`config.mk`:
```
export PLATFORM = sky130hd
export DESIGN_NAME = multi_master_i2c_regs
export DESIGN_NICKNAME = d
export VERILOG_FILES = /design/src/core/mmi2c_pkg.sv /design/src/core/multi_master_i2c_regs.sv
export SDC_FILE = /design/constraint.sdc
export NUM_CORES = 1
export LEC_CHECK = 0
export ABC_AREA = 0
export BUFFER_PORTS_ARGS = -buffer_cell sky130_fd_sc_hd__buf_4
export CAP_MARGIN = 20
export CORE_MARGIN = 1
export CORE_UTILIZATION = 64
export CTS_BUF_LIST = sky130_fd_sc_hd__clkbuf_8 sky130_fd_sc_hd__clkbuf_16
export DETAILED_ROUTE_END_ITERATION = 12
export PLACE_DENSITY = 0.88
export SLEW_MARGIN = 20
export SYNTH_ARGS = -nofsm -noshare
export SYNTH_HDL_FRONTEND = slang
export SYNTH_SLANG_ARGS = --single-unit
```
`constraint.sdc`:
```
create_clock -name clk_sys -period 8.3 [get_ports clk_sys]
set_input_delay 0.83 -clock clk_sys [delete_from_list [all_inputs] [get_ports clk_sys]]
set_output_delay 0.83 -clock clk_sys [all_outputs]
set_load 0.01 [all_outputs]
```
`src/core/mmi2c_pkg.sv`:
```
/*
 * package: register map, field positions, reset values and state types
 * for the two-instance multi-master two-wire interface.
 * assumes an apb master on clk_sys and open-drain scl/sda pins.
 */
package mmi2c_pkg;
  localparam int          N_INST        = 2;
  localparam logic [4:0]  OFS_ROUTE     = 5'h00;
  localparam logic [4:0]  OFS_SHIFT     = 5'h04;
  localparam logic [4:0]  OFS_TXBUF     = 5'h08;
  localparam logic [4:0]  OFS_ADDR      = 5'h0c;
  localparam logic [4:0]  OFS_CLK       = 5'h10;
  localparam logic [4:0]  OFS_CTL       = 5'h14;
  localparam logic [4:0]  OFS_STAT      = 5'h18;
  localparam int          INST_SEL_BIT  = 5;
  localparam int          ROUTE_ALT     = 0;
  localparam int          ROUTE_VALID   = 2;
  localparam int          CLK_FAST      = 5;
  localparam int          CLK_ACKLVL    = 6;
  localparam int          CLK_ACKCLK    = 7;
  localparam int          CTL_ESO       = 3;
  localparam int          CTL_ALS       = 4;
  localparam int          CTL_WIDE      = 5;
  localparam int          ST_LRB        = 0;
  localparam int          ST_AAS        = 2;
  localparam int          ST_AL         = 3;
  localparam int          ST_PIN        = 4;
  localparam int          ST_BB         = 5;
  localparam int          ST_TRX        = 6;
  localparam int          ST_MST        = 7;
  localparam logic [7:0]  RST_REG       = 8'h00;
  localparam logic [4:0]  VALID_DLY_CYC = 5'h14;
  localparam logic [7:0]  SCL_HALF_BASE = 8'h04;

  typedef enum logic [2:0] {
    PH_IDLE = 3'b001,
    PH_DATA = 3'b010,
    PH_ACK  = 3'b100
  } phase_t;

  typedef struct packed {
    logic [7:0] route;
    logic [7:0] shift;
    logic [7:0] sadr;
    logic [7:0] clkc;
    logic [7:0] ctl;
    logic       last_received_bit;
    logic       aas;
    logic       al;
    logic       pin;
    logic       bb;
    logic       trx;
    logic       master_select;
    logic [4:0] vcnt;
    logic       active;
    phase_t     ph;
    logic [3:0] bcnt;
    logic       addr_ph;
    logic [1:0] scl_s;
    logic [1:0] sda_s;
    logic       scl_p;
    logic       sda_p;
    logic [7:0] div;
    logic       scl_gen;
    logic       scl_oe_n;
    logic       sda_oe_n;
  } inst_t;

  typedef struct packed {
    inst_t [N_INST-1:0] u;
    logic [31:0]        prdata;
    logic               pready;
    logic               pslverr;
    logic               uart_alt;
  } state_t;
endpackage

```
`src/core/multi_master_i2c_regs.sv`:
```
/*
 * two independent multi-master two-wire interfaces behind one apb slave.
 * each instance holds route, shift, tx buffer, address, clock, control
 * and status registers; instance i sits at byte offset 0x20*i.
 * assumes scl/sda are open-drain wires pulled high outside, asynchronous
 * to clk_sys, and clk_sys is the bus clock.
 */
// Overview of operation
// - instance 0 route bit steers uart pins; valid bit overrides it.
// - valid bit 0 keeps an instance inactive, 1 connects it to pins.
// - instance becomes active 21 clocks after valid set; no access meanwhile.
// - shift register sends from bit 7, receives into bit 0, shifts left.
// - shift writes need use-enable; reads always allowed.
// - shift write clears bit counter; with enable and master starts scl.
// - tx buffer write loads shift in master, no scl; never readable.
// - address bits 7:1 compare; bit 0 ignored in 7-bit; stop clears it unless counter field is 7.
// - 10-bit mode compares first address byte with all eight bits.
// - clock bits 4:0 set scl rate, bit 5 picks high-speed mode.
// - clock bit 6 zero drives ack low, one leaves sda high.
// - address reception auto-acks on match when clock bit 6 is zero, stays high on mismatch.
// - clock bit 7 adds ack clock; transmitter releases sda, samples ack.
// - clock register write resets scl generator; not during transfers.
// - counter field sets byte length, zero means 8; start clears it.
// - use-enable low releases pins, pin=1, busy and lost cleared.
// - control bit 4 one selects free format, no address recognition.
// - control bit 5 picks 7-bit or full 8-bit address compare.
// - status bits 6, 7 writable, bit 4 can only be set by a write; others read-only.
// - last bit holds ack or final data bit; shift writes clear it.
// - two instances with own logic, working independently.
module multi_master_i2c_regs
  import mmi2c_pkg::*;
#(
  parameter int N = N_INST
) (
  input  wire logic        clk_sys,
  input  wire logic        rst_n,
  input  wire logic [7:0]  paddr,
  input  wire logic        psel,
  input  wire logic        penable,
  input  wire logic        pwrite,
  input  wire logic [31:0] pwdata,
  output logic      [31:0] prdata,
  output logic             pready,
  output logic             pslverr,
  input  wire logic [N-1:0] scl_i,
  input  wire logic [N-1:0] sda_i,
  output logic      [N-1:0] scl_o,
  output logic      [N-1:0] scl_oe_n,
  output logic      [N-1:0] sda_o,
  output logic      [N-1:0] sda_oe_n,
  output logic      [N-1:0] if_active,
  output logic             uart_alt_route
);
  state_t q;
  state_t d;

  function automatic logic [7:0] reg_rd(input inst_t u, input logic [4:0] o);
    logic [7:0] r;
    r = 8'h00;
    case (o)
      OFS_ROUTE: r = u.route;
      OFS_SHIFT: r = u.shift;
      OFS_ADDR:  r = u.sadr;
      OFS_CLK:   r = u.clkc;
      OFS_CTL:   r = u.ctl;
      OFS_STAT:  r = {u.master_select, u.trx, u.bb, u.pin, u.al, u.aas, 1'b0, u.last_received_bit};
      default:   r = 8'h00;
    endcase
    return r;
  endfunction

  function automatic logic mapped(input logic [7:0] a);
    return a[7:6] == 2'h0 && a[1:0] == 2'h0 && a[4:0] <= OFS_STAT;
  endfunction

  function automatic logic start_det(input inst_t u);
    return u.scl_s[1] && u.scl_p && u.sda_p && !u.sda_s[1];
  endfunction

  function automatic logic stop_det(input inst_t u);
    return u.scl_s[1] && u.scl_p && !u.sda_p && u.sda_s[1];
  endfunction

  function automatic logic [7:0] half_cyc(input logic [7:0] c);
    logic [7:0] h;
    h = 8'((c[4:0] + 5'h01) * SCL_HALF_BASE);
    return c[CLK_FAST] ? {1'b0, h[7:1]} : h;
  endfunction

  logic wr_go;
  logic rd_go;
  assign wr_go = psel && penable && q.pready && pwrite && !q.pslverr;
  assign rd_go = psel && penable && q.pready && !pwrite;

  always_comb begin
    logic       sel;
    logic       rise;
    logic       fall;
    logic       sda_in;
    logic       match;
    logic       drive_low;
    logic [3:0] nbits;
    d = q;
    sel = 1'b0;
    rise = 1'b0;
    fall = 1'b0;
    sda_in = 1'b0;
    match = 1'b0;
    drive_low = 1'b0;
    nbits = 4'h0;
    // apb setup phase latches answer, access phase completes
    if (psel && !penable) begin
      d.pready = 1'b1;
      d.pslverr = !mapped(paddr);
      d.prdata = {24'h00_0000, reg_rd(q.u[paddr[INST_SEL_BIT]], paddr[4:0])};
    end else begin
      d.pready = 1'b0;
      d.pslverr = 1'b0;
    end
    for (int i = 0; i < N; i++) begin
      sel = wr_go && (paddr[INST_SEL_BIT] == 1'(i));
      d.u[i].scl_s = {q.u[i].scl_s[0], scl_i[i]};
      d.u[i].sda_s = {q.u[i].sda_s[0], sda_i[i]};
      d.u[i].scl_p = q.u[i].scl_s[1];
      d.u[i].sda_p = q.u[i].sda_s[1];
      rise = q.u[i].scl_s[1] && !q.u[i].scl_p;
      fall = !q.u[i].scl_s[1] && q.u[i].scl_p;
      sda_in = q.u[i].sda_s[1];
      // activation delay after valid bit
      if (!q.u[i].route[ROUTE_VALID]) begin
        d.u[i].vcnt = 5'h00;
        d.u[i].active = 1'b0;
      end else if (q.u[i].vcnt != VALID_DLY_CYC) begin
        d.u[i].vcnt = q.u[i].vcnt + 5'h01;
      end else begin
        d.u[i].active = 1'b1;
      end
      // software writes
      if (sel) begin
        case (paddr[4:0])
          OFS_ROUTE: d.u[i].route = (i == 0) ? pwdata[7:0] : (pwdata[7:0] & 8'h04);
          OFS_SHIFT: begin
            if (q.u[i].ctl[CTL_ESO]) begin
              d.u[i].shift = pwdata[7:0];
              d.u[i].bcnt = 4'h0;
              d.u[i].last_received_bit = 1'b0;
              d.u[i].aas = 1'b0;
              d.u[i].pin = 1'b1;
              d.u[i].ph = PH_DATA;
              d.u[i].div = 8'h00;
              d.u[i].scl_gen = q.u[i].scl_gen && !q.u[i].master_select;
            end
          end
          OFS_TXBUF: begin
            if (q.u[i].ctl[CTL_ESO] && q.u[i].master_select) begin
              d.u[i].shift = pwdata[7:0];
              d.u[i].last_received_bit = 1'b0;
              d.u[i].aas = 1'b0;
            end
          end
          OFS_ADDR: d.u[i].sadr = pwdata[7:0];
          OFS_CLK: begin
            d.u[i].clkc = pwdata[7:0];
            d.u[i].div = 8'h00;
            d.u[i].scl_gen = 1'b1;
          end
          OFS_CTL: d.u[i].ctl = {2'b00, pwdata[5:0]};
          OFS_STAT: begin
            d.u[i].master_select = pwdata[ST_MST];
            d.u[i].trx = pwdata[ST_TRX];
            d.u[i].pin = pwdata[ST_PIN] | q.u[i].pin;
          end
          default: d.u[i].route = q.u[i].route;
        endcase
      end
      // byte length: counter field of zero means eight bits
      nbits = (q.u[i].ctl[2:0] == 3'h0 || q.u[i].addr_ph) ? 4'h8 :
              {1'b0, q.u[i].ctl[2:0]};
      // master clock generator
      if (q.u[i].master_select && q.u[i].ph != PH_IDLE && q.u[i].active) begin
        if (q.u[i].div >= half_cyc(q.u[i].clkc) - 8'h01) begin
          d.u[i].div = 8'h00;
          d.u[i].scl_gen = !q.u[i].scl_gen;
        end else begin
          d.u[i].div = q.u[i].div + 8'h01;
        end
      end
      // bus events; hardware sets win over software writes
      if (start_det(q.u[i])) begin
        d.u[i].bb = 1'b1;
        d.u[i].bcnt = 4'h0;
        d.u[i].ctl[2:0] = 3'h0;
        d.u[i].addr_ph = 1'b1;
        d.u[i].ph = PH_DATA;
        if (!q.u[i].master_select)
          d.u[i].trx = 1'b0;
      end else if (stop_det(q.u[i]) && q.u[i].ctl[2:0] != 3'h7) begin
        d.u[i].bb = 1'b0;
        d.u[i].trx = 1'b0;
        d.u[i].master_select = 1'b0;
        d.u[i].aas = 1'b0;
        d.u[i].sadr[0] = 1'b0;
        d.u[i].ph = PH_IDLE;
        d.u[i].addr_ph = 1'b0;
      end else if (rise && q.u[i].ph == PH_DATA) begin
        d.u[i].shift = {q.u[i].shift[6:0], sda_in};
        d.u[i].bcnt = q.u[i].bcnt + 4'h1;
        if (q.u[i].trx && q.u[i].master_select && q.u[i].shift[7] && !sda_in) begin
          d.u[i].al = 1'b1;
          d.u[i].trx = 1'b0;
        end
        if (q.u[i].bcnt + 4'h1 == nbits) begin
          if (q.u[i].clkc[CLK_ACKCLK]) begin
            d.u[i].ph = PH_ACK;
          end else begin
            d.u[i].ph = PH_IDLE;
            d.u[i].pin = 1'b0;
            d.u[i].last_received_bit = sda_in;
            d.u[i].scl_gen = 1'b1;
          end
          if (q.u[i].addr_ph && !q.u[i].ctl[CTL_ALS]) begin
            match = q.u[i].ctl[CTL_WIDE] ?
                    ({q.u[i].shift[6:0], sda_in} == q.u[i].sadr) :
                    (q.u[i].shift[6:0] == q.u[i].sadr[7:1]);
            match = match || ({q.u[i].shift[6:0], sda_in} == 8'h00);
            d.u[i].aas = match;
            if (match && !q.u[i].master_select && !q.u[i].ctl[CTL_WIDE])
              d.u[i].trx = sda_in;
          end
        end
      end else if (rise && q.u[i].ph == PH_ACK) begin
        d.u[i].last_received_bit = sda_in;
        d.u[i].ph = PH_IDLE;
        d.u[i].scl_gen = 1'b1;
        d.u[i].pin = 1'b0;
        d.u[i].addr_ph = 1'b0;
        if (!q.u[i].master_select && sda_in)
          d.u[i].trx = 1'b0;
      end
      // sda drive decision, changed only while scl is low
      if (fall || (q.u[i].ph == PH_IDLE && !q.u[i].scl_s[1])) begin
        if (q.u[i].ph == PH_ACK) begin
          if (q.u[i].addr_ph && !q.u[i].ctl[CTL_ALS]) begin
            drive_low = !q.u[i].clkc[CLK_ACKLVL] && q.u[i].aas;
          end else if (q.u[i].trx) begin
            drive_low = 1'b0;
          end else begin
            drive_low = !q.u[i].clkc[CLK_ACKLVL];
          end
        end else if (q.u[i].ph == PH_DATA && q.u[i].trx && !q.u[i].al) begin
          drive_low = !q.u[i].shift[7];
        end
        d.u[i].sda_oe_n = !drive_low;
      end
      d.u[i].scl_oe_n = !(!q.u[i].scl_gen || (!q.u[i].pin && q.u[i].bb));
      // inactive or disabled interface releases the wires
      if (!q.u[i].ctl[CTL_ESO]) begin
        d.u[i].pin = 1'b1;
        d.u[i].bb = 1'b0;
        d.u[i].al = 1'b0;
        d.u[i].ph = PH_IDLE;
        d.u[i].scl_gen = 1'b1;
      end
      if (!q.u[i].ctl[CTL_ESO] || !q.u[i].active) begin
        d.u[i].scl_oe_n = 1'b1;
        d.u[i].sda_oe_n = 1'b1;
      end
    end
    d.uart_alt = q.u[0].route[ROUTE_ALT] && !q.u[0].route[ROUTE_VALID];
  end

  always_ff @(posedge clk_sys or negedge rst_n) begin
    if (!rst_n) begin
      q <= '0;
      for (int i = 0; i < N_INST; i++) begin
        q.u[i].pin <= 1'b1;
        q.u[i].ph <= PH_IDLE;
        q.u[i].scl_gen <= 1'b1;
        q.u[i].scl_oe_n <= 1'b1;
        q.u[i].sda_oe_n <= 1'b1;
        q.u[i].scl_s <= 2'b11;
        q.u[i].sda_s <= 2'b11;
        q.u[i].scl_p <= 1'b1;
        q.u[i].sda_p <= 1'b1;
      end
    end else begin
      q <= d;
    end
  end

  always_comb begin
    for (int i = 0; i < N; i++) begin
      scl_oe_n[i] = q.u[i].scl_oe_n;
      sda_oe_n[i] = q.u[i].sda_oe_n;
      if_active[i] = q.u[i].active;
    end
  end
  assign scl_o = '0;
  assign sda_o = '0;
  assign prdata = q.prdata;
  assign pready = q.pready;
  assign pslverr = q.pslverr;
  assign uart_alt_route = q.uart_alt;

  logic wr0;
  assign wr0 = wr_go && !paddr[INST_SEL_BIT];

  AST_ACTIVE_DELAY: assert property (@(posedge clk_sys) disable iff (!rst_n)
    $rose(q.u[0].route[ROUTE_VALID]) |-> !q.u[0].active ##21
      (q.u[0].active || !q.u[0].route[ROUTE_VALID]))
    else $error("activation delay wrong");
  AST_SHIFT_BLOCKED: assert property (@(posedge clk_sys) disable iff (!rst_n)
    wr0 && paddr[4:0] == OFS_SHIFT && !q.u[0].ctl[CTL_ESO] && q.u[0].ph == PH_IDLE
      |=> $stable(q.u[0].shift))
    else $error("shift written while disabled");
  AST_SHIFT_WR_CLR: assert property (@(posedge clk_sys) disable iff (!rst_n)
    wr0 && paddr[4:0] == OFS_SHIFT && q.u[0].ctl[CTL_ESO] && !start_det(q.u[0])
      |=> q.u[0].bcnt == 4'h0 && !q.u[0].last_received_bit && q.u[0].shift == $past(pwdata[7:0]))
    else $error("shift write did not reset counter");
  AST_TXBUF_NO_READ: assert property (@(posedge clk_sys) disable iff (!rst_n)
    psel && !penable && !pwrite && paddr[4:0] == OFS_TXBUF |=> prdata == 32'h0000_0000)
    else $error("tx buffer readable");
  AST_ESO_OFF: assert property (@(posedge clk_sys) disable iff (!rst_n)
    !q.u[0].ctl[CTL_ESO] |=> q.u[0].pin && !q.u[0].bb && !q.u[0].al
      && scl_oe_n[0] && sda_oe_n[0])
    else $error("disable did not release interface");
  AST_STOP_CLR_RBW: assert property (@(posedge clk_sys) disable iff (!rst_n)
    stop_det(q.u[0]) && !start_det(q.u[0]) && q.u[0].ctl[2:0] != 3'h7 && !wr0
      |=> !q.u[0].sadr[0] && !q.u[0].bb)
    else $error("stop did not clear rw bit");
  AST_START_CNT: assert property (@(posedge clk_sys) disable iff (!rst_n)
    start_det(q.u[0]) && q.u[0].ctl[CTL_ESO]
      |=> q.u[0].bcnt == 4'h0 && q.u[0].addr_ph && q.u[0].bb)
    else $error("start did not clear counter");
  AST_CLK_WR_RESET: assert property (@(posedge clk_sys) disable iff (!rst_n)
    wr0 && paddr[4:0] == OFS_CLK |=> q.u[0].div == 8'h00 && q.u[0].scl_gen)
    else $error("clock write did not reset generator");
  AST_UART_ROUTE: assert property (@(posedge clk_sys) disable iff (!rst_n)
    q.u[0].route[ROUTE_VALID] |=> !uart_alt_route)
    else $error("valid bit did not override route");
  AST_INST1_ROUTE: assert property (@(posedge clk_sys) disable iff (!rst_n)
    wr_go && paddr[INST_SEL_BIT] && paddr[4:0] == OFS_ROUTE
      |=> !q.u[1].route[ROUTE_ALT])
    else $error("instance 1 kept route bit");
  AST_TXBUF_NO_SCL: assert property (@(posedge clk_sys) disable iff (!rst_n)
    wr0 && paddr[4:0] == OFS_TXBUF && q.u[0].ctl[CTL_ESO] && q.u[0].ph == PH_IDLE
      |=> $stable(q.u[0].scl_gen))
    else $error("tx buffer write started scl");
  AST_TXBUF_LOAD: assert property (@(posedge clk_sys) disable iff (!rst_n)
    wr0 && paddr[4:0] == OFS_TXBUF && q.u[0].ctl[CTL_ESO] && q.u[0].master_select
      && q.u[0].ph == PH_IDLE
      |=> !q.u[0].last_received_bit && q.u[0].shift == $past(pwdata[7:0]))
    else $error("tx buffer write did not load shift");
  AST_TXBUF_BLOCKED: assert property (@(posedge clk_sys) disable iff (!rst_n)
    wr0 && paddr[4:0] == OFS_TXBUF && !(q.u[0].ctl[CTL_ESO] && q.u[0].master_select)
      && q.u[0].ph == PH_IDLE |=> $stable(q.u[0].shift))
    else $error("tx buffer written while blocked");
  AST_ADDR_ACK_DRIVE: assert property (@(posedge clk_sys) disable iff (!rst_n)
    q.u[0].ph == PH_ACK && q.u[0].addr_ph && !q.u[0].ctl[CTL_ALS]
      && !q.u[0].clkc[CLK_ACKLVL] && q.u[0].aas && !q.u[0].scl_s[1] && q.u[0].scl_p
      && q.u[0].ctl[CTL_ESO] && q.u[0].active |=> !sda_oe_n[0])
    else $error("matching address not acknowledged");
  AST_TX_RELEASE: assert property (@(posedge clk_sys) disable iff (!rst_n)
    q.u[0].ph == PH_ACK && q.u[0].trx && !q.u[0].addr_ph
      && !q.u[0].scl_s[1] && q.u[0].scl_p |=> sda_oe_n[0])
    else $error("transmitter held sda in ack clock");
  COV_ACK_PHASE: cover property (@(posedge clk_sys) disable iff (!rst_n)
    q.u[0].ph == PH_ACK && q.u[0].master_select);
  COV_ACTIVATE: cover property (@(posedge clk_sys) disable iff (!rst_n)
    $rose(q.u[0].active));
  COV_BYTE_DONE: cover property (@(posedge clk_sys) disable iff (!rst_n)
    $fell(q.u[0].pin));
  COV_ADDR_MATCH: cover property (@(posedge clk_sys) disable iff (!rst_n)
    $rose(q.u[0].aas));
endmodule

```
==> impl_metrics.env, run 1 <==
export IMPL_arrival_ns=4.15
export IMPL_clk_transition_reported_paths_ns=0.06
export IMPL_synth_warnings=0
export IMPL_rows=42
export IMPL_finalHoldViolCount=0
export IMPL_synth_seq_area_share_pct=43.6
export IMPL_setup_reg_to_reg_worst_slack_ns=4.50
export IMPL_async_flop_share_pct=100
export IMPL_global_route_wire_length_before_repair_mm=35.3
export IMPL_period_needed_ns=3.80
export IMPL_unrepaired_setup_endpoints_after_global_routing="false"
export IMPL_sw_frac_of_total_pct=26.5
export IMPL_internal_power_mw=1.35
export IMPL_grt_antenna_before_repair=0
export IMPL_clock_power_share_pct=40.8
export IMPL_route_final_wire_length_mm=21.5
export IMPL_post_route_cells_drive_above_1_share_pct=17.1
export IMPL_cts_inserted_buffers=17
export IMPL_p_sw_mw=0.487
export IMPL_cts_setup_buffers=0
export IMPL_synth_flop_cell="dfrtp_1"
export IMPL_cts_resized=0
export IMPL_holdCritPathClass="reg2reg"
export IMPL_netlist_area_pre_place_sq_um=9010
export IMPL_pwr_density_cell_nw_per_um2=188
export IMPL_postRouteAntennaNets=0
export IMPL_min_period_over_period_pct=45.8
export IMPL_timing_critical_path_from_type="flip-flop"
export IMPL_vdd_drop_max_mv=0.174
export IMPL_clock_sinks=156
export IMPL_design_final_nets=984
export IMPL_drc_violations=0
export IMPL_maxCapViolations=0
export IMPL_post_drt_wl_per_cell_microns=19.5
export IMPL_critPathCaptureType="flip-flop"
export IMPL_cp_startpoint="q[81]"
export IMPL_seq_power_share_pct=48.3
export IMPL_initial_core_util_pct=66.7
export IMPL_timing_worst_setup_path_type="reg2reg"
export IMPL_syn_to_final_growth_pct=8.65
export IMPL_crit_fanout=12
export IMPL_grt_start_max_net_pins=80
export IMPL_syn_inst=901
export IMPL_grtUsageTotal_pct=31.6
export IMPL_detailed_place_hpwl_mm=14.7
export IMPL_firstDrtPassIters=6
export IMPL_core_area_sq_um=13500
export IMPL_finish_utilization_pct=72.5
export IMPL_wl_met1_mm=9.13
export IMPL_maxClockFrequency_ghz=0.263
export IMPL_holdBufCountCts=0
export IMPL_worst_slew_margin_rel_pct=33.6
export IMPL_num_fill_cells=959
export IMPL_portBuffers=41
export IMPL_setup_tns_ns=0
export IMPL_ctsLongestPathBuffers=2
export IMPL_met3_wirelength_mm=1.79
export IMPL_yosysUniqueCellTypes=65
export IMPL_reg2reg_depth=12
export IMPL_final_wtd_congestion=0.970
export IMPL_worst_pin_slew_ns=0.989
export IMPL_first_global_vias=6776
export IMPL_tritoncts="done"
export IMPL_clock_root_buffer="clkbuf_16"
export IMPL_global_route_overflow=0
export IMPL_x_dimension_of_the_die_microns=121
export IMPL_cts_htree_levels=4
export IMPL_chipHeight_microns=121
export IMPL_viasPerCell=6.50
export IMPL_worst_r2r_endpoint="q[43]"
export IMPL_highest_signal_layer="met4"
export IMPL_synth_edff_count=0
export IMPL_top_level_ports=94
export IMPL_maxSlewViolCount=0
export IMPL_run_status="complete, no violations"
export IMPL_ys_seq_elements=156
export IMPL_final_setup_viol_count=0
export IMPL_initialDrtViolationCount=959
export IMPL_worst_endpoint_required_ns=8.65
export IMPL_r2r_start="q[81]"
export IMPL_die_area_sq_um=14600
export IMPL_clock_skew_final_ns=0.00980
export IMPL_cellLeakagePower_nw=4.43
export IMPL_worst_skew_pair_late_latency_ns=0.43
export IMPL_combinationalPowerShare_pct=10.9
export IMPL_insertedDiodeCount=0
export IMPL_mapped_avg_cell_area_sq_um=10.0
export IMPL_cp_endpoint="q[43]"
export IMPL_vias=7146
export IMPL_wl_met2_mm=10.1
worst max-delay path, stage by stage (launching register included):
cell	delay, ns
dfrtp_1	0.48
ha_1	0.34
nand2b_1	0.21
nor3_1	0.35
nand2b_1	0.16
o221a_2	0.16
ha_1	0.31
a2111o_1	0.41
a31oi_1	0.13
o21ai_0	0.14
a21boi_1	0.68
a21oi_1	0.16
a31oi_1	0.17
synthesized netlist by cell type (4+ instances only):
master       n  area [sq um]
a211oi_1     6          45.0
and3_1      19           119
a21o_1      10          75.1
o21ai_0     44           220
o21bai_1     4          30.0
buf_4       42           315
buf_2        6          30.0
mux2i_1     43           430
nor4_1      10          62.6
nor3_1      14          70.1
nor2_1      47           176
inv_1       25          93.8
nand3_1     33           165
mux2_2      47           529
clkbuf_1    32           120
a21oi_1     35           175
dfrtp_1    134          3350
xnor2_1     21           184
o22ai_1     11          68.8
nor3b_1      8          60.1
and2_1      12          75.1
a31oi_1     16           100
o211a_1      4          40.0
a21boi_0     6          45.0
ha_1        24           300
a22oi_1     21           158
a22o_1      15           131
or3_1        6          37.5
nor2b_1     11          68.8
nand2b_1    21           131
o211ai_1     8          60.1
or4_1        7          52.6
nand2_1     58           218
a2111oi_0    6          52.6
xor2_1      25           219
dfstp_2     22           578
or2_2        7          43.8
routing by layer:
metal	vias to the layer above	global-route usage, %
met5	-	0
met4	0	11.0
met3	54	6.32
met2	375	48.6
met1	3479	44.7
li1	3238	-
flip-flops by register name, indices dropped and copies added, names as in the netlist:
signal and cells:
prdata 8, d 8, pready 1, q 131
sda_oe_n 2, scl_oe_n 2, if_active 2, uart_alt_route 1
pslverr 1
how the worst min path moves through the flow:
| stage | start | endpoint | slack, ns | depth (start not counted) |
|---|---|---|---|---|
| finish | d[49] | d[46] | 0.36 | 0 |
| floorplan | d[127] | d[124] | 0.35 | 0 |
| global route | d[49] | d[46] | 0.36 | 0 |
| CTS | d[129] | d[125] | 0.35 | 0 |
| detailed placement | d[129] | d[125] | 0.35 | 0 |
| global placement | d[129] | d[125] | 0.35 | 0 |
per-stage QoR:
step / std cells / power, mW / hold slack [ns] / area (sq um) / setup slack (ns)
after global routing: 1100 / 1.91 / 0.363 / 9790 / 4.18
after detailed placement: 1068 / 1.09 / 0.347 / 9210 / 4.57
after floorplan: 928 / 1.02 / 0.345 / 9110 / 5.04
after CTS: 1100 / 1.84 / 0.355 / 9780 / 4.50
final: 1100 / 1.84 / 0.356 / 9790 / 4.50
after global placement: 1068 / 1.08 / 0.346 / 9210 / 4.34
power by group through the flow:
stage | Combinational [mW] | Sequential [mW] | Clock [mW]
after CTS | 0.198 | 0.885 | 0.758
final | 0.201 | 0.889 | 0.752
after global placement | 0.189 | 0.894 | 0
after floorplan | 0.149 | 0.874 | 0
after detailed placement | 0.196 | 0.897 | 0
after global routing | 0.222 | 0.894 | 0.793
cells in the final DEF (no fill, tap or decap), types with 17 or more instances in the layout:
cell / netlist / final
nand2b_1: 21 / 21
o21ai_0: 44 / 44
mux2_2: 47 / 47
buf_4: 42 / 44
inv_1: 25 / 31
clkbuf_16: 0 / 17
mux2i_1: 43 / 43
and3_1: 19 / 19
xnor2_1: 21 / 21
nand2_1: 58 / 58
a22oi_1: 21 / 21
nor2_1: 47 / 46
dfstp_2: 22 / 22
xor2_1: 25 / 25
ha_1: 24 / 24
a21oi_1: 35 / 35
dfrtp_1: 134 / 134
conb_1: 1 / 28
nand3_1: 33 / 33
layout make-up:
type                       instances  area, sq um  share of cell area (%)
clock buffer                      19          453                    4.63
sequential                       156         3930                    40.2
multi-input combinational        666         4630                    47.3
inverter                          25         93.8                   0.959
timing repair buffer              45          342                    3.49
tap                              176          220                    2.25
clock inverter                    13          114                    1.16
logic make-up after synthesis:
kind of cell    Yosys count  share of synthesized area [%]
mux                      90                           10.7
compound gates          207                           15.6
other cells               1                         0.0416
buf+inv                 106                           6.26
fa+ha+maj                24                           3.33
flops                   156                           43.6
simple gates            271                           16.0
xor+xnor                 46                           4.47
Power figures use the tool's default switching activity.
==> run 2, diff against run 1 <==
CORE_UTILIZATION = 60   (was 64)
PLACE_DENSITY = 0.83   (was 0.88)
clock period = 3.6 ns   (was 8.3 ns; I/O delays follow)
==> run 2 against run 1 <==
Against the previous run:
- the flow now finishes with violations (negative hold slack)
- clock skew fell by 0.00091 ns
- first-iteration DRC count fell by 11%
- global-route usage decreased by 2.6 points
- die area is 6.6% higher
- core utilization fell by 4.6 points
- clock power increased by 140%
- cell area up 1.2%
- combinational power increased by 130%
- largest cell class unchanged
==> impl_metrics.env, run 2 (synthesis gave the netlist of run 1 again) <==
export IMPL_initialDrtViolationCount=858
export IMPL_reg2reg_depth=12
export IMPL_insertedDiodeCount=0
export IMPL_route_final_wire_length_mm=21.5
export IMPL_cp_endpoint="q[37]"
export IMPL_syn_to_final_growth_pct=9.99
export IMPL_worst_pin_slew_ns=0.969
export IMPL_first_global_vias=6782
export IMPL_critical_path_top_cell_by_count="ha_1"
export IMPL_firstDrtPassIters=5
export IMPL_critPathMaxStageDelay_ns=0.46
export IMPL_maxCapViolations=0
export IMPL_setup_reg_to_reg_worst_slack_ns=0.26
export IMPL_finalHoldViolCount=6
export IMPL_grt_start_max_net_pins=88
export IMPL_worst_skew_pair_late_latency_ns=0.43
export IMPL_postRouteAntennaNets=0
export IMPL_grtUsageTotal_pct=29.0
export IMPL_worstSetupPathDepth=12
export IMPL_period_needed_ns=3.34
export IMPL_min_period_over_period_pct=92.8
export IMPL_run_status="finished with violations"
export IMPL_chipHeight_microns=125
export IMPL_critPathCaptureType="flip-flop"
export IMPL_rows=44
export IMPL_final_wtd_congestion=0.930
export IMPL_ctsLongestPathBuffers=2
export IMPL_cellLeakagePower_nw=4.50
export IMPL_vias=7098
export IMPL_crit_fanout=7
export IMPL_holdBufCountCts=0
export IMPL_timing_critical_path_from_type="flip-flop"
export IMPL_critPathBufInv=0
export IMPL_worst_endpoint_required_ns=3.94
export IMPL_cp_top_family="compound AO/OA/AOI/OAI gates"
export IMPL_clk_transition_reported_paths_ns=0.06
export IMPL_global_route_wire_length_before_repair_mm=35.5
export IMPL_holdCritPathClass="in2async"
export IMPL_viasPerCell=6.35
export IMPL_clock_skew_final_ns=0.00890
export IMPL_clock_root_buffer="clkbuf_16"
export IMPL_final_cell_mix="134 x dfrtp_1, 58 x nand2_1, 52 x buf_4"
export IMPL_drc_violations=0
export IMPL_core_area_sq_um=14600
export IMPL_clock_sinks=156
export IMPL_cts_resized=0
export IMPL_detailed_place_hpwl_mm=14.6
export IMPL_post_drt_wl_per_cell_microns=19.2
export IMPL_setup_tns_ns=0
export IMPL_cp_startpoint="q[81]"
export IMPL_worst_slew_margin_rel_pct=35.4
export IMPL_largest_register_ffs=131
export IMPL_die_area_sq_um=15500
export IMPL_post_route_cells_drive_above_1_share_pct=17.9
export IMPL_vdd_drop_max_mv=0.440
export IMPL_timing_critical_path_cells="ha_1 > xor2_1 > nor2_1 > xnor2_1 > o221a_2 > ha_1 > a2111o_1 > a31oi_1 > o21ai_0 > nand3_1 > mux2i_1 > or3b_2"
export IMPL_tritoncts="done"
export IMPL_maxSlewViolCount=0
export IMPL_cts_htree_levels=4
export IMPL_portBuffers=41
export IMPL_final_setup_viol_count=0
export IMPL_worst_r2r_endpoint="q[37]"
export IMPL_failed_checks="negative hold slack"
export IMPL_final_non_filler_cell_area_sq_um=9910
export IMPL_global_route_overflow=0
export IMPL_top_level_ports=94
export IMPL_maxClockFrequency_ghz=0.299
export IMPL_post_dp_cell_area_sq_um=9300
export IMPL_critical_path_slowest_cell="or3b_2"
export IMPL_grt_antenna_before_repair=0
export IMPL_timing_worst_setup_path_type="reg2reg"
export IMPL_design_final_nets=993
export IMPL_unrepaired_setup_endpoints_after_global_routing="false"
export IMPL_initial_core_util_pct=61.7
export IMPL_arrival_ns=3.68
export IMPL_final_common_cell="dfrtp_1"
export IMPL_largest_register="q"
export IMPL_pwr_density_cell_nw_per_um2=437
export IMPL_timing_hold_ws_ns=-0.00521
export IMPL_cts_setup_buffers=0
export IMPL_cts_inserted_buffers=17
export IMPL_r2r_start="q[81]"
export IMPL_x_dimension_of_the_die_microns=125
run 2: report_power, final:
group | internal, mW | switching (mW) | leakage (nW)
combinational | 0.201 | 0.265 | 2.20
clock | 1.13 | 0.683 | 0.314
sequential | 1.89 | 0.163 | 1.98
run 2: layout make-up:
cell class / instances / area (sq um)
clock buffers: 20 / 467
clock inverters: 12 / 134
fillers: 1102 / 4680
inverters: 25 / 93.8
multi-input cells: 666 / 4630
flip-flops and latches: 156 / 3930
well taps: 184 / 230
repair buffers: 54 / 422
run 2: worst min-delay path by stage:
stage                         to  slack (ns)  depth (start not counted)
floorplan           if_active[0]        0.06                          0
global placement          d[124]        0.35                          0
detailed placement        d[125]        0.35                          0
CTS                        q[52]        0.02                          1
global route              d[127]        0.02                          1
finish                     q[52]      -0.005                          1
run 2: stage by stage:
step | util, % | instances | total power, mW | setup WS, ns
after floorplan | - | 928 | 2.36 | 0.342
final | 67.9 | 1117 | 4.33 | 0.259
after global placement | 63.8 | 1085 | 2.50 | 0.353
after detailed placement | 63.8 | 1085 | 2.53 | 0.288
after CTS | 67.9 | 1117 | 4.34 | 0.231
after global routing | 67.9 | 1117 | 4.50 | 0.00674
run 2: per-layer routing:
metal,part of all wire (%),wire length (microns),track usage [%]
met4,2.6,561,10.8
met2,45,9740,43.1
met5,0,0,0
met3,8.1,1740,6.40
met1,44,9430,41.4
==> run 3, diff against run 2 <==
ABC_AREA = 1   (was 0)
==> run 3 against run 2 <==
Against the previous run:
- largest power group unchanged
- largest cell class unchanged
- clock power rose by 3%
- the run now ends clean
- clock skew is 0.0012 ns lower
- fmax grew 8.1%
- synthesized cell count increased by 34%
- global-route usage up 3.6 points
- critical path type unchanged
- combinational power increased by 110%
- sequential cell count stayed put
- cell area is 3.1% higher
==> impl_metrics.env, run 3 <==
export IMPL_netlist_area_pre_place_sq_um=9330
export IMPL_clock_root_buffer="clkbuf_16"
export IMPL_worst_skew_pair_late_latency_ns=0.44
export IMPL_critPathCaptureType="flip-flop"
export IMPL_yosysUniqueCellTypes=53
export IMPL_initialDrtViolationCount=1007
export IMPL_cts_inserted_buffers=17
export IMPL_die_area_sq_um=16100
export IMPL_initial_core_util_pct=61.4
export IMPL_largest_register_ffs=131
export IMPL_cellLeakagePower_nw=4.86
export IMPL_period_needed_ns=3.09
export IMPL_detailed_place_hpwl_mm=17.8
export IMPL_critPathMaxStageDelay_ns=0.42
export IMPL_run_status="complete, no violations"
export IMPL_yosys_cell_count_top_type="nand2_1"
export IMPL_mapped_avg_cell_area_sq_um=7.72
export IMPL_finalWorstSetupSlack_ns=0.510
export IMPL_insertedDiodeCount=0
export IMPL_ys_top_cells_by_count="267 x nand2_1, 151 x inv_1, 134 x dfrtp_1, 97 x o21ai_0, 94 x a21oi_1"
export IMPL_synth_seq_area_share_pct=42.1
export IMPL_grt_start_max_net_pins=94
export IMPL_grt_antenna_before_repair=0
export IMPL_finalHoldViolCount=0
export IMPL_netlist_top_cells_area="dfrtp_1 36%, nand2_1 11%, dfstp_2 6.2%"
export IMPL_arrival_ns=3.44
export IMPL_ctsLongestPathBuffers=2
export IMPL_portBuffers=41
export IMPL_final_setup_viol_count=0
export IMPL_cts_resized=0
export IMPL_pwr_density_cell_nw_per_um2=499
export IMPL_rows=45
export IMPL_setup_tns_ns=0
export IMPL_crit_fanout=5
export IMPL_min_period_over_period_pct=85.8
export IMPL_clock_sinks=156
export IMPL_global_route_overflow=0
export IMPL_x_dimension_of_the_die_microns=127
export IMPL_synth_flop_cell="dfrtp_1"
export IMPL_chipHeight_microns=127
export IMPL_worst_endpoint_required_ns=3.95
export IMPL_tritoncts="done"
export IMPL_global_route_wire_length_before_repair_mm=40.2
export IMPL_post_place_ws_ns=0.581
export IMPL_syn_inst=1209
export IMPL_timing_critical_path_from_type="flip-flop"
export IMPL_synth_area_leader_cell="dfrtp_1"
export IMPL_final_wtd_congestion=1.00
export IMPL_vias=8621
export IMPL_timing_critical_path_cells="ha_1 > xor2_1 > o21ai_0 > nand2_1 > nor2_1 > nand3_1 > xnor2_1 > ha_1 > nand2_1 > nor2_1 > a211oi_1 > nand2_1 > nor2_1 > inv_1 > o22ai_1"
export IMPL_reg2reg_depth=15
export IMPL_syn_to_final_growth_pct=9.46
export IMPL_cts_htree_levels=4
export IMPL_postRouteAntennaNets=0
export IMPL_design_final_nets=1310
export IMPL_core_area_sq_um=15200
export IMPL_final_common_cell="nand2_1"
export IMPL_netlist_area_leader_share_pct=35.9
export IMPL_final_cell_mix="267 x nand2_1, 152 x inv_1, 134 x dfrtp_1"
export IMPL_holdCritPathClass="in2async"
export IMPL_grtUsageTotal_pct=32.6
export IMPL_ys_seq_elements=156
export IMPL_largest_register="q"
export IMPL_first_global_vias=8070
export IMPL_maxCapViolations=0
export IMPL_top_level_ports=94
export IMPL_async_flop_share_pct=100
export IMPL_drc_violations=0
export IMPL_clock_skew_final_ns=0.00768
export IMPL_worst_slew_margin_rel_pct=36.7
export IMPL_worst_pin_slew_ns=0.946
export IMPL_post_route_cells_drive_above_1_share_pct=11.4
export IMPL_synth_edff_count=0
export IMPL_unrepaired_setup_endpoints_after_global_routing="false"
export IMPL_cts_setup_buffers=0
export IMPL_synth_warnings=0
export IMPL_critical_path_slowest_cell="dfrtp_1"
export IMPL_post_drt_wl_per_cell_microns=17.2
export IMPL_clk_transition_reported_paths_ns=0.06
export IMPL_maxClockFrequency_ghz=0.324
export IMPL_firstDrtPassIters=6
export IMPL_maxSlewViolCount=0
export IMPL_holdBufCountCts=0
export IMPL_vdd_drop_max_mv=0.306
export IMPL_viasPerCell=6.00
export IMPL_timing_worst_setup_path_type="reg2reg"
export IMPL_route_final_wire_length_mm=24.8
==> run 3: critical path, delay by kind of cell, from the launching register on <==
family / cells / cell delay, ns
adders and majority gates: 2 / 0.53
xor gates and xnor gates: 2 / 0.33
DFF: 1 / 0.42
AOI/OAI and AO/OA: 3 / 0.62
buffers and inverters: 1 / 0.15
and+or+nand+nor: 7 / 0.95
==> run 3: kinds of logic (layout without fill, tap and decap cells) <==
kind of cell,count (synthesis),after routing,share of synthesized area (%)
xor gates and xnor gates,40,40,3.76
buffers and inverters,228,242,11.1
DFF,156,156,42.1
and+or+nand+nor,484,484,23.1
AOI/OAI and AO/OA,276,276,16.6
adders and majority gates,24,24,3.22
other,1,28,0.0402
==> run 3: final cells by class <==
cell class / count / area (sq um)
Inverter: 164 / 618
Clock inverter: 14 / 171
Tap cell: 188 / 235
Fill cell: 1233 / 4990
Sequential cell: 156 / 3930
Timing Repair Buffer: 46 / 349
Multi-Input combinational cell: 852 / 4470
Clock buffer: 18 / 439
==> run 3: final timing paths <==
| path | start | endpoint | slack, ns |
|---|---|---|---|
| max | q[159] | q[123] | 0.51 |
| min | rst_n | q[55] | 0.007 |
| max reg2reg | q[159] | q[123] | 0.51 |
| min reg2reg | d[127] | d[124] | 0.35 |
| max in group asynchronous | rst_n | d[46] | 2.72 |
| min in group clk_sys | scl_i[0] | d[51] | 0.03 |
==> run 3: power breakdown <==
part	total, mW	internal, mW	switching [mW]
Clock	1.86	1.11	0.749
Sequential	2.26	1.98	0.277
Combinational	0.984	0.382	0.602
Total	5.10	3.47	1.63
==> run 3: metal layers <==
layer  track usage (%)  share of wire (%)  vias up
li1                  -                  -     3986
met1              43.4                 40     4003
met4              16.5                5.0        0
met5                 0                  0        -
met3              7.00                 10      107
met2              50.8                 44      525
==> run 3: through the flow <==
step                      hold slack, ns  util, %  power (mW)  cells  area (sq um)
after global placement             0.346     63.2        3.19   1406          9600
after global routing              0.0191     67.2        5.35   1438         10200
after CTS                         0.0179     67.2        5.08   1438         10200
after detailed placement           0.347     63.2        3.23   1406          9600
final                            0.00695     67.2        5.10   1438         10200
after floorplan                   0.0644        -        2.94   1236          9430
